### config.mk
export PLATFORM = sky130hd
export DESIGN_NAME = btg_guard
export DESIGN_NICKNAME = d
export VERILOG_FILES = /design/src/design/btg_pkg.sv /design/src/design/btg_guard.sv /design/src/design/btg_hyst_cmp.sv
export SDC_FILE = /design/constraint.sdc
export NUM_CORES = 1
export LEC_CHECK = 0
export BUFFER_PORTS_ARGS = -buffer_cell sky130_fd_sc_hd__buf_2
export CORE_MARGIN = 1
export CORE_UTILIZATION = 63
export DETAILED_ROUTE_END_ITERATION = 10
export PLACE_DENSITY = 0.82
export SYNTH_ARGS = -nofsm -noshare
export SYNTH_HDL_FRONTEND = slang
export SYNTH_HIERARCHICAL = 1
export SYNTH_SLANG_ARGS = --single-unit
### constraint.sdc
create_clock -name REF_CLK_I -period 7.5 [get_ports REF_CLK_I]
set_input_delay 1.125 -clock REF_CLK_I [delete_from_list [all_inputs] [get_ports REF_CLK_I]]
set_output_delay 1.125 -clock REF_CLK_I [all_outputs]
set_load 0.02 [all_outputs]
### src/design/btg_pkg.sv
package btg_pkg;

  localparam int unsigned ADC_W        = 12;
  localparam int unsigned CLK_FREQ_MHZ = 200;

  // strap settle after the source turns on, and die throttle step period
  localparam int unsigned SETTLE_TIME_US   = 1000;
  localparam int unsigned SETTLE_CYC       = SETTLE_TIME_US * CLK_FREQ_MHZ;
  localparam int unsigned THR_STEP_TIME_US = 10000;
  localparam int unsigned THR_STEP_CYC     = THR_STEP_TIME_US * CLK_FREQ_MHZ;

  // adc channel codes
  localparam logic [1:0] CH_THERM   = 2'h0;
  localparam logic [1:0] CH_PROFILE = 2'h1;
  localparam logic [1:0] CH_CAP     = 2'h2;
  localparam logic [1:0] CH_PLIM    = 2'h3;

  // strap windows in mV: lower bound of windows 1..6, upper bound of window 6
  localparam logic [ADC_W-1:0] WIN_LO_MV [6] = '{12'h0D8, 12'h17C, 12'h258,
                                                 12'h35C, 12'h4C4, 12'h6D6};
  localparam logic [ADC_W-1:0] WIN_TOP_MV     = 12'h9F6;
  localparam logic [2:0]       PROFILE_NONE   = 3'h0;

  // thermistor thresholds in mV, index:
  // 0:-20C 1:-10C 2:0C 3:2C 4:17C (cold side)  5:43C 6:45C 7:55C 8:60C (hot side)
  localparam int unsigned      NUM_THR  = 9;
  localparam int unsigned      NUM_COLD = 5;
  localparam logic [ADC_W-1:0] THR_SET_MV [NUM_THR] = '{12'h56E, 12'h35C, 12'h226,
    12'h1F4, 12'h1D6, 12'h1A4, 12'h186, 12'h118, 12'h0F0};
  // release points 5C back inside each threshold
  localparam logic [ADC_W-1:0] THR_REL_MV [NUM_THR] = '{12'h44C, 12'h2B2, 12'h1D6,
    12'h1B8, 12'h1AE, 12'h1E0, 12'h1C2, 12'h14A, 12'h118};
  localparam int unsigned T_M20 = 0;
  localparam int unsigned T_M10 = 1;
  localparam int unsigned T_0   = 2;
  localparam int unsigned T_2   = 3;
  localparam int unsigned T_17  = 4;
  localparam int unsigned T_43  = 5;
  localparam int unsigned T_45  = 6;
  localparam int unsigned T_55  = 7;
  localparam int unsigned T_60  = 8;

  // capacity strap: mAh = mV * 25 / 2, valid 100..2700 mV
  localparam logic [ADC_W-1:0] CAP_FAULT_LO_MV = 12'h064;
  localparam logic [ADC_W-1:0] CAP_FAULT_HI_MV = 12'hA8C;
  localparam logic [16:0]      CAP_MUL         = 17'h00019;
  localparam logic [14:0]      CAP_DEFAULT_MAH = 15'h1388;
  localparam logic [14:0]      CAP_MIN_MAH     = 15'h07D0;
  localparam logic [14:0]      CAP_MAX_MAH     = 15'h7530;
  localparam logic [14:0]      DIV_0P2C        = 15'h0005;
  localparam logic [14:0]      DIV_0P1C        = 15'h000A;

  localparam logic [2:0] THR_LVL_MAX = 3'h7;

  typedef enum logic [2:0] {
    ST_SETTLE = 3'b001,
    ST_SAMPLE = 3'b010,
    ST_RUN    = 3'b100
  } btg_state_type;

endpackage : btg_pkg

### src/design/btg_guard.sv
// Notes on behaviour
// - profile strap voltage windows select profiles one-six
// - strap outside all windows flags fault
// - profiles one, three: charge stop 0C/45C
// - profiles one, five: discharge stop -20C/60C
// - profile two: charge stop 2C/43C
// - profiles two, three: discharge stop -10C/55C
// - profiles four, six: discharge stop -20C/55C
// - profile four: stop below -10C, 0.2C to 0C
// - profile four: CV lowered 45-55C, stop above 55C
// - profile five: stop 2C/43C, 0.1C below 17C
// - profile six: 0.2C in both bands, stop outside
// - recovery needs 5C back inside threshold
// - source current on profile strap, read voltage
// - source current into thermistor, read voltage
// - die hot reduces power to stay below
// - power strap selects intelligent temperature option
// - capacity is single cell, 2000 to 30000 mAh
`timescale 1ns/100ps
`default_nettype none
module btg_guard
  import btg_pkg::*;
#(
  parameter int unsigned SETTLE_CYCLES = SETTLE_CYC,
  parameter int unsigned STEP_CYCLES   = THR_STEP_CYC
) (
  input  wire logic             REF_CLK_I,         // 200 MHz clock
  input  wire logic             RST_I,             // sync reset, active high
  input  wire logic             ADC_VALID_I,       // adc result strobe
  input  wire logic [1:0]       ADC_CHAN_I,        // adc channel of result
  input  wire logic [ADC_W-1:0] ADC_MV_I,          // adc result in mV
  input  wire logic             DIE_HOT_I,         // die temperature comparator
  output logic                  STRAP_ISRC_EN_O,   // strap current source enable
  output logic                  THERM_ISRC_EN_O,   // thermistor current source enable
  output logic                  READY_O,           // straps taken, guarding
  output logic [2:0]            PROFILE_O,         // selected profile 1..6, 0 none
  output logic                  PROFILE_FAULT_O,   // profile strap short/open
  output logic                  CHG_INHIBIT_O,     // stop charging
  output logic                  DSG_INHIBIT_O,     // stop discharging
  output logic                  CUR_LIMIT_EN_O,    // charge current limited
  output logic [15:0]           CUR_LIMIT_MA_O,    // charge current limit in mA
  output logic                  CV_DROP_EN_O,      // lower CV target 0.1V per cell
  output logic [2:0]            THROTTLE_LEVEL_O   // die power reduction level
);

  btg_state_type    state_q;
  logic [31:0]      settle_cnt_q;
  logic [2:0]       got_q;
  logic [2:0]       profile_q;
  logic [2:0]       option_q;
  logic [14:0]      cap_q;
  logic             therm_smp;
  logic             upd_q;
  logic [NUM_THR-1:0] trip;
  logic             die_meta_q;
  logic             die_hot_q;
  logic [31:0]      step_cnt_q;
  logic [2:0]       lvl_q;
  logic [2:0]       lvl_cap;
  logic             chg_stop;
  logic             dsg_stop;
  logic             lim_02;
  logic             lim_01;
  logic             cv_drop;
  logic [16:0]      cap_raw;
  logic [14:0]      cap_d;
  logic             strap_smp;

  function automatic logic [2:0] win_decode(input logic [ADC_W-1:0] mv);
    logic [2:0] code;
    code = PROFILE_NONE;
    if (mv >= WIN_LO_MV[0] && mv <= WIN_TOP_MV) begin
      for (int k = 0; k < 6; k++) begin
        if (mv >= WIN_LO_MV[k]) begin
          code = 3'(k + 1);
        end
      end
    end
    return code;
  endfunction : win_decode

  // strap sequencing: settle with source on, take each strap once
  assign strap_smp = (state_q == ST_SAMPLE) && ADC_VALID_I;

  always_ff @(posedge REF_CLK_I) begin
    if (RST_I) begin
      state_q      <= ST_SETTLE;
      settle_cnt_q <= 32'h0000_0000;
    end else begin
      unique case (state_q)
        ST_SETTLE: begin
          if (settle_cnt_q == SETTLE_CYCLES - 1) begin
            state_q <= ST_SAMPLE;
          end else begin
            settle_cnt_q <= settle_cnt_q + 32'h0000_0001;
          end
        end
        ST_SAMPLE: begin
          if (got_q == 3'h7) begin
            state_q <= ST_RUN;
          end
        end
        ST_RUN: begin
          state_q <= ST_RUN;
        end
        default: begin
          state_q <= ST_SETTLE;
        end
      endcase
    end
  end

  assign STRAP_ISRC_EN_O = (state_q != ST_RUN);
  assign THERM_ISRC_EN_O = (state_q == ST_RUN);
  assign READY_O         = (state_q == ST_RUN);

  always_ff @(posedge REF_CLK_I) begin
    if (RST_I) begin
      got_q     <= 3'h0;
      profile_q <= PROFILE_NONE;
      option_q  <= PROFILE_NONE;
    end else if (strap_smp) begin
      // only the first result of each strap counts
      if (ADC_CHAN_I == CH_PROFILE && !got_q[0]) begin
        profile_q <= win_decode(ADC_MV_I);
        got_q[0]  <= 1'b1;
      end
      if (ADC_CHAN_I == CH_CAP && !got_q[1]) begin
        got_q[1] <= 1'b1;
      end
      if (ADC_CHAN_I == CH_PLIM && !got_q[2]) begin
        option_q <= win_decode(ADC_MV_I);
        got_q[2] <= 1'b1;
      end
    end
  end

  // capacity in mAh from the capacity strap, clamped to the cell range
  assign cap_raw = {5'h00, ADC_MV_I} * CAP_MUL;

  always_comb begin
    cap_d = cap_raw[15:1];
    if (ADC_MV_I < CAP_FAULT_LO_MV || ADC_MV_I > CAP_FAULT_HI_MV) begin
      // short or open strap: fall back to the default size
      cap_d = CAP_DEFAULT_MAH;
    end else if (cap_raw[16:1] < {1'b0, CAP_MIN_MAH}) begin
      cap_d = CAP_MIN_MAH;
    end else if (cap_raw[16:1] > {1'b0, CAP_MAX_MAH}) begin
      cap_d = CAP_MAX_MAH;
    end
  end

  always_ff @(posedge REF_CLK_I) begin
    if (RST_I) begin
      cap_q <= CAP_DEFAULT_MAH;
    end else if (strap_smp && ADC_CHAN_I == CH_CAP && !got_q[1]) begin
      cap_q <= cap_d;
    end
  end

  // thermistor comparators with recovery hysteresis
  // cold thresholds trip above the set point, hot ones below
  assign therm_smp = (state_q == ST_RUN) && ADC_VALID_I && (ADC_CHAN_I == CH_THERM);

  for (genvar i = 0; i < NUM_THR; i++) begin : g_thr
    btg_hyst_cmp #(
      .SET_MV (THR_SET_MV[i]),
      .REL_MV (THR_REL_MV[i]),
      .COLD   (i < NUM_COLD)
    ) u_cmp (
      .clk_i    (REF_CLK_I),
      .rst_i    (RST_I),
      .sample_i (therm_smp),
      .mv_i     (ADC_MV_I),
      .trip_o   (trip[i])
    );
  end

  always_ff @(posedge REF_CLK_I) begin
    if (RST_I) begin
      upd_q <= 1'b0;
    end else begin
      // trips land on the strobe edge; outputs load one edge later
      upd_q <= therm_smp;
    end
  end

  // per-profile decisions from the comparator trips
  // trips carry the hysteresis, so each decision is plain logic on them
  always_comb begin
    chg_stop = 1'b1;
    dsg_stop = 1'b1;
    lim_02   = 1'b0;
    lim_01   = 1'b0;
    cv_drop  = 1'b0;
    unique case (profile_q)
      3'h1: begin
        chg_stop = trip[T_0] | trip[T_45];
        dsg_stop = trip[T_M20] | trip[T_60];
      end
      3'h2: begin
        chg_stop = trip[T_2] | trip[T_43];
        dsg_stop = trip[T_M10] | trip[T_55];
      end
      3'h3: begin
        chg_stop = trip[T_0] | trip[T_45];
        dsg_stop = trip[T_M10] | trip[T_55];
      end
      3'h4: begin
        chg_stop = trip[T_M10] | trip[T_55];
        lim_02   = trip[T_0] & ~chg_stop;
        cv_drop  = trip[T_45] & ~chg_stop;
        dsg_stop = trip[T_M20] | trip[T_55];
      end
      3'h5: begin
        chg_stop = trip[T_2] | trip[T_43];
        lim_01   = trip[T_17] & ~chg_stop;
        dsg_stop = trip[T_M20] | trip[T_60];
      end
      3'h6: begin
        chg_stop = trip[T_M10] | trip[T_55];
        lim_02   = (trip[T_0] | trip[T_45]) & ~chg_stop;
        dsg_stop = trip[T_M20] | trip[T_55];
      end
      default: begin
        chg_stop = 1'b1;
        dsg_stop = 1'b1;
      end
    endcase
  end

  // outputs move only on a fresh thermistor sample; inhibited until the first
  always_ff @(posedge REF_CLK_I) begin
    if (RST_I) begin
      CHG_INHIBIT_O  <= 1'b1;
      DSG_INHIBIT_O  <= 1'b1;
      CUR_LIMIT_EN_O <= 1'b0;
      CUR_LIMIT_MA_O <= 16'h0000;
      CV_DROP_EN_O   <= 1'b0;
    end else if (upd_q) begin
      CHG_INHIBIT_O  <= chg_stop;
      DSG_INHIBIT_O  <= dsg_stop;
      CUR_LIMIT_EN_O <= lim_02 | lim_01;
      CV_DROP_EN_O   <= cv_drop;
      if (lim_02) begin
        CUR_LIMIT_MA_O <= {1'b0, cap_q / DIV_0P2C};
      end else if (lim_01) begin
        CUR_LIMIT_MA_O <= {1'b0, cap_q / DIV_0P1C};
      end else begin
        CUR_LIMIT_MA_O <= 16'h0000;
      end
    end
  end

  always_ff @(posedge REF_CLK_I) begin
    if (RST_I) begin
      PROFILE_O       <= PROFILE_NONE;
      PROFILE_FAULT_O <= 1'b0;
    end else if (state_q == ST_RUN) begin
      // the strap result is final once guarding starts
      PROFILE_O       <= profile_q;
      PROFILE_FAULT_O <= (profile_q == PROFILE_NONE);
    end
  end

  // die temperature: comparator pin, two-stage synchroniser
  always_ff @(posedge REF_CLK_I) begin
    if (RST_I) begin
      die_meta_q <= 1'b0;
      die_hot_q  <= 1'b0;
    end else begin
      die_meta_q <= DIE_HOT_I;
      die_hot_q  <= die_meta_q;
    end
  end

  // option caps the reduction depth; no valid option allows full depth
  // one step per period gives the die time to respond before the next
  assign lvl_cap = (option_q == PROFILE_NONE) ? THR_LVL_MAX : option_q;

  always_ff @(posedge REF_CLK_I) begin
    if (RST_I) begin
      step_cnt_q <= 32'h0000_0000;
      lvl_q      <= 3'h0;
    end else if (step_cnt_q == STEP_CYCLES - 1) begin
      step_cnt_q <= 32'h0000_0000;
      if (die_hot_q && lvl_q < lvl_cap) begin
        lvl_q <= lvl_q + 3'h1;
      end else if (!die_hot_q && lvl_q != 3'h0) begin
        lvl_q <= lvl_q - 3'h1;
      end
    end else begin
      step_cnt_q <= step_cnt_q + 32'h0000_0001;
    end
  end

  assign THROTTLE_LEVEL_O = lvl_q;

endmodule : btg_guard
`default_nettype wire

### src/design/btg_hyst_cmp.sv
`timescale 1ns/100ps
`default_nettype none
module btg_hyst_cmp #(
  parameter logic [11:0] SET_MV = 12'h000,  // trip point
  parameter logic [11:0] REL_MV = 12'h000,  // release point
  parameter bit          COLD   = 1'b1      // trip when voltage above set point
) (
  input  wire logic        clk_i,     // clock
  input  wire logic        rst_i,     // sync reset
  input  wire logic        sample_i,  // new thermistor sample
  input  wire logic [11:0] mv_i,      // thermistor voltage
  output logic             trip_o     // threshold violated
);

  logic beyond_set;
  logic inside_rel;

  assign beyond_set = COLD ? (mv_i > SET_MV) : (mv_i < SET_MV);
  assign inside_rel = COLD ? (mv_i < REL_MV) : (mv_i > REL_MV);

  always_ff @(posedge clk_i) begin
    if (rst_i) begin
      trip_o <= 1'b0;
    end else if (sample_i) begin
      if (!trip_o && beyond_set) begin
        trip_o <= 1'b1;
      end else if (trip_o && inside_rel) begin
        trip_o <= 1'b0;
      end
    end
  end

endmodule : btg_hyst_cmp
`default_nettype wire

==> run summary <==
Crit end category -> flop
Post-synth cell types -> 123
DRC viols -> 0
Primary FF master, synth -> dfxtp_1
Vias in the first global route -> 8,177
Slew @ Worst Pin -> 1240 ps
Total global-route track usage -> 29.1%
Worst-path cell chain -> buf_2 > inv_1 > ha_1 > ha_1 > inv_1 > fa_1 > inv_1 > ha_1 > nor2b_1 > o21ai_0 > a21boi_0 > o21ai_0 > a21oi_1 > o21ai_0 > a21boi_0 > o21ai_0 > and2_1 > o221a_2 > o21ai_0 > or4b_2 > nor2b_1 > a2111oi_0 > nor2_1
Die width -> 126 um
Hold buffer count at cts -> 0
Final #Nets -> 1,313
Initial antenna violation count -> 0
Final min period -> 6150 ps
Top post-synthesis cells by area -> dfxtp_1, ha_1, nor2_1, xor2_1, nand2_1
CTS Root Cell -> clkbuf_16
Cell Pwr Density -> 177 nW/um2
Leak -> 0.00414 uW
First-pass GRT wire length -> 38.4 mm
Clk_lat worst skew -> 430 ps
Commonest non-fill, non-tap cells in the layout -> nor2_1, dfxtp_1, nand2_1
Area Overhead vs Synth -> 8.11%
Largest net degree at the start of global routing -> 97
Reg clk slew, reported paths -> 60 ps
Storage cell area -> 2540 um2
CP Launch Type -> input port
Slew HR -> 16.8%
Sequential area share after synthesis -> 26.1%
H-tree Lvls -> 4
CP max stage cell -> or4b_2
Via-to-Cell Ratio -> 6.25
Crit path DAT -> 6440 ps
Status -> complete, no violations
Core footprint -> 15,100 um2
Seq cells post-synth -> 127
Fraction of registers with async set or reset after synthesis -> 0%
RSZ-0062 raised after global routing -> false
CTS Buffer Depth -> 2
Final WL -> 22.5 mm
Peak supply drop -> 163 uV
Hold Vio Cnt, Final -> 0
Drt pass-1 iters -> 5
Initial cell density of the core -> 64.2%
Warnings, synthesis -> 6
Site Rows -> 45
Non-Filler Instances -> 1,419
Die height -> 126 um
Cell taking the most area after synthesis -> dfxtp_1
TNS Setup -> 0 ps
Final ANT Viol Nets -> 0
Period utilization -> 82.0%
DRT iter0 DRCs -> 709
Most common cell after layout, fill and taps aside -> nor2_1
Worst EP required -> 7790 ps
Crit path top cell by count -> o21ai_0
Sink Count -> 127
Routability cong. -> 0.913
Setup Crit Path Kind -> input port to flop
Family with the most delay on the worst path -> compound AO/OA/AOI/OAI gates
Syn Area/Cell -> 8.16 um2
GR Overflow Total -> 0
I/O pins -> 48
Worst path bufs/invs -> 4
Slew Viols, Final -> 0
Hold Crit Class -> flop to flop
Via Count -> 8,867
Diodes inserted -> 0
Synth top area share -> 26.1%
Share of post-route cells with drive strength above 1 -> 12.3%
Num CTS Buffers -> 17
Multi-input gate area -> 6560 um2
Fmax -> 0.163 GHz
Placed cell count -> 1,387
Worst-path fanout max -> 22
Port bufs -> 44
Cell Area, Synth -> 9720 um2
Max incr delay on CP -> 720 ps
Post-Route Utilization -> 69.4%
Final setup vio count -> 0
DIE AREA -> 15,900 um2
Wire per inst -> 15.9 um
MaxCap Viol Count -> 0
Mapped Cells -> 1,192
Post-CTS sizing -> 0
Fill count -> 1,205
DP Wirelength -> 15.4 mm
Post-Route Skew -> 12.4 ps
CTS tree -> built
Post-CTS Repair Setup Buffers -> 0
EDFF count, synth -> 0
==> Yosys cell counts (18+ instances only) <==
| cell type | count |
|---|---|
| nand2_1 | 89 |
| clkbuf_1 | 18 |
| nand4_1 | 23 |
| xor2_1 | 45 |
| inv_1 | 79 |
| nand3_1 | 47 |
| nor2_1 | 141 |
| xnor2_1 | 32 |
| dfxtp_1 | 127 |
| a21oi_1 | 63 |
| and3_1 | 21 |
| o21ai_0 | 54 |
| nor3_1 | 38 |
| ha_1 | 69 |
==> logic make-up (layout without fill, tap and decap cells) <==
kind of cell | Yosys count | count (layout) | share of synthesized area (%)
AOI/OAI and AO/OA | 283 | 283 | 21.5
xor gates and xnor gates | 77 | 77 | 6.94
adders and majority gates | 78 | 78 | 10.6
buffers and inverters | 123 | 160 | 6.55
DFF | 127 | 127 | 26.1
muxes | 11 | 11 | 1.15
other | 1 | 3 | 0.0386
and+or+nand+nor | 492 | 492 | 27.0
==> per-layer routing <==
layer	part of all wire, %	GRT usage [%]	vias up
li1	-	-	4392
met1	45	37.9	4147
met2	47	48.6	290
met3	6.2	5.78	38
met4	1.6	9.00	0
met5	0	0	-
==> cell type report <==
class / count / share of cell area (%)
flip-flops and latches: 127 / 24.2
inverters: 81 / 2.89
clock inverters: 13 / 1.65
repair buffers: 47 / 2.33
clock buffers: 19 / 4.31
multi-input cells: 944 / 62.4
well taps: 188 / 2.24
==> final timing paths <==
check	endpoint	slack, ps	start	cells past startpoint
hold reg to reg	step_cnt_q[0]	440	step_cnt_q[0]	1
hold / removal	step_cnt_q[0]	440	step_cnt_q[0]	1
setup / recovery	cap_q[3]	1350	ADC_MV_I[3]	23
setup reg to reg	CUR_LIMIT_MA_O[0]	2120	cap_q[13]	15
==> power breakdown <==
part	leakage (uW)	switching [uW]	internal, uW
Sequential	0.00102	5.39	681
Combinational	0.00282	191	116
Clock	0.000298	324	546
==> flip-flops by register name (all words and copies together), names as in the netlist <==
signal	flops
option_q	3
CV_DROP_EN_O	1
die_hot_q	1
step_cnt_q	32
upd_q	1
CHG_INHIBIT_O	1
DSG_INHIBIT_O	1
state_q	3
profile_q	3
die_meta_q	1
THROTTLE_LEVEL_O	3
PROFILE_O	3
CUR_LIMIT_EN_O	1
PROFILE_FAULT_O	1
CUR_LIMIT_MA_O	13
got_q	3
settle_cnt_q	32
g_thr.u_cmp/trip_o	9
cap_q	15
==> metrics by stage <==
stage	total power (uW)	hold slack (ps)	setup WS, ps	cell area, um2
2_1_floorplan	924	413	1830	9730
3_3_place_gp	997	424	1120	9890
3_5_place_dp	1000	434	1010	9890
4_1_cts	1870	443	1370	10500
5_1_grt	1950	460	921	10500
6_report	1860	439	1350	10500
Power figures use the tool's default switching activity.
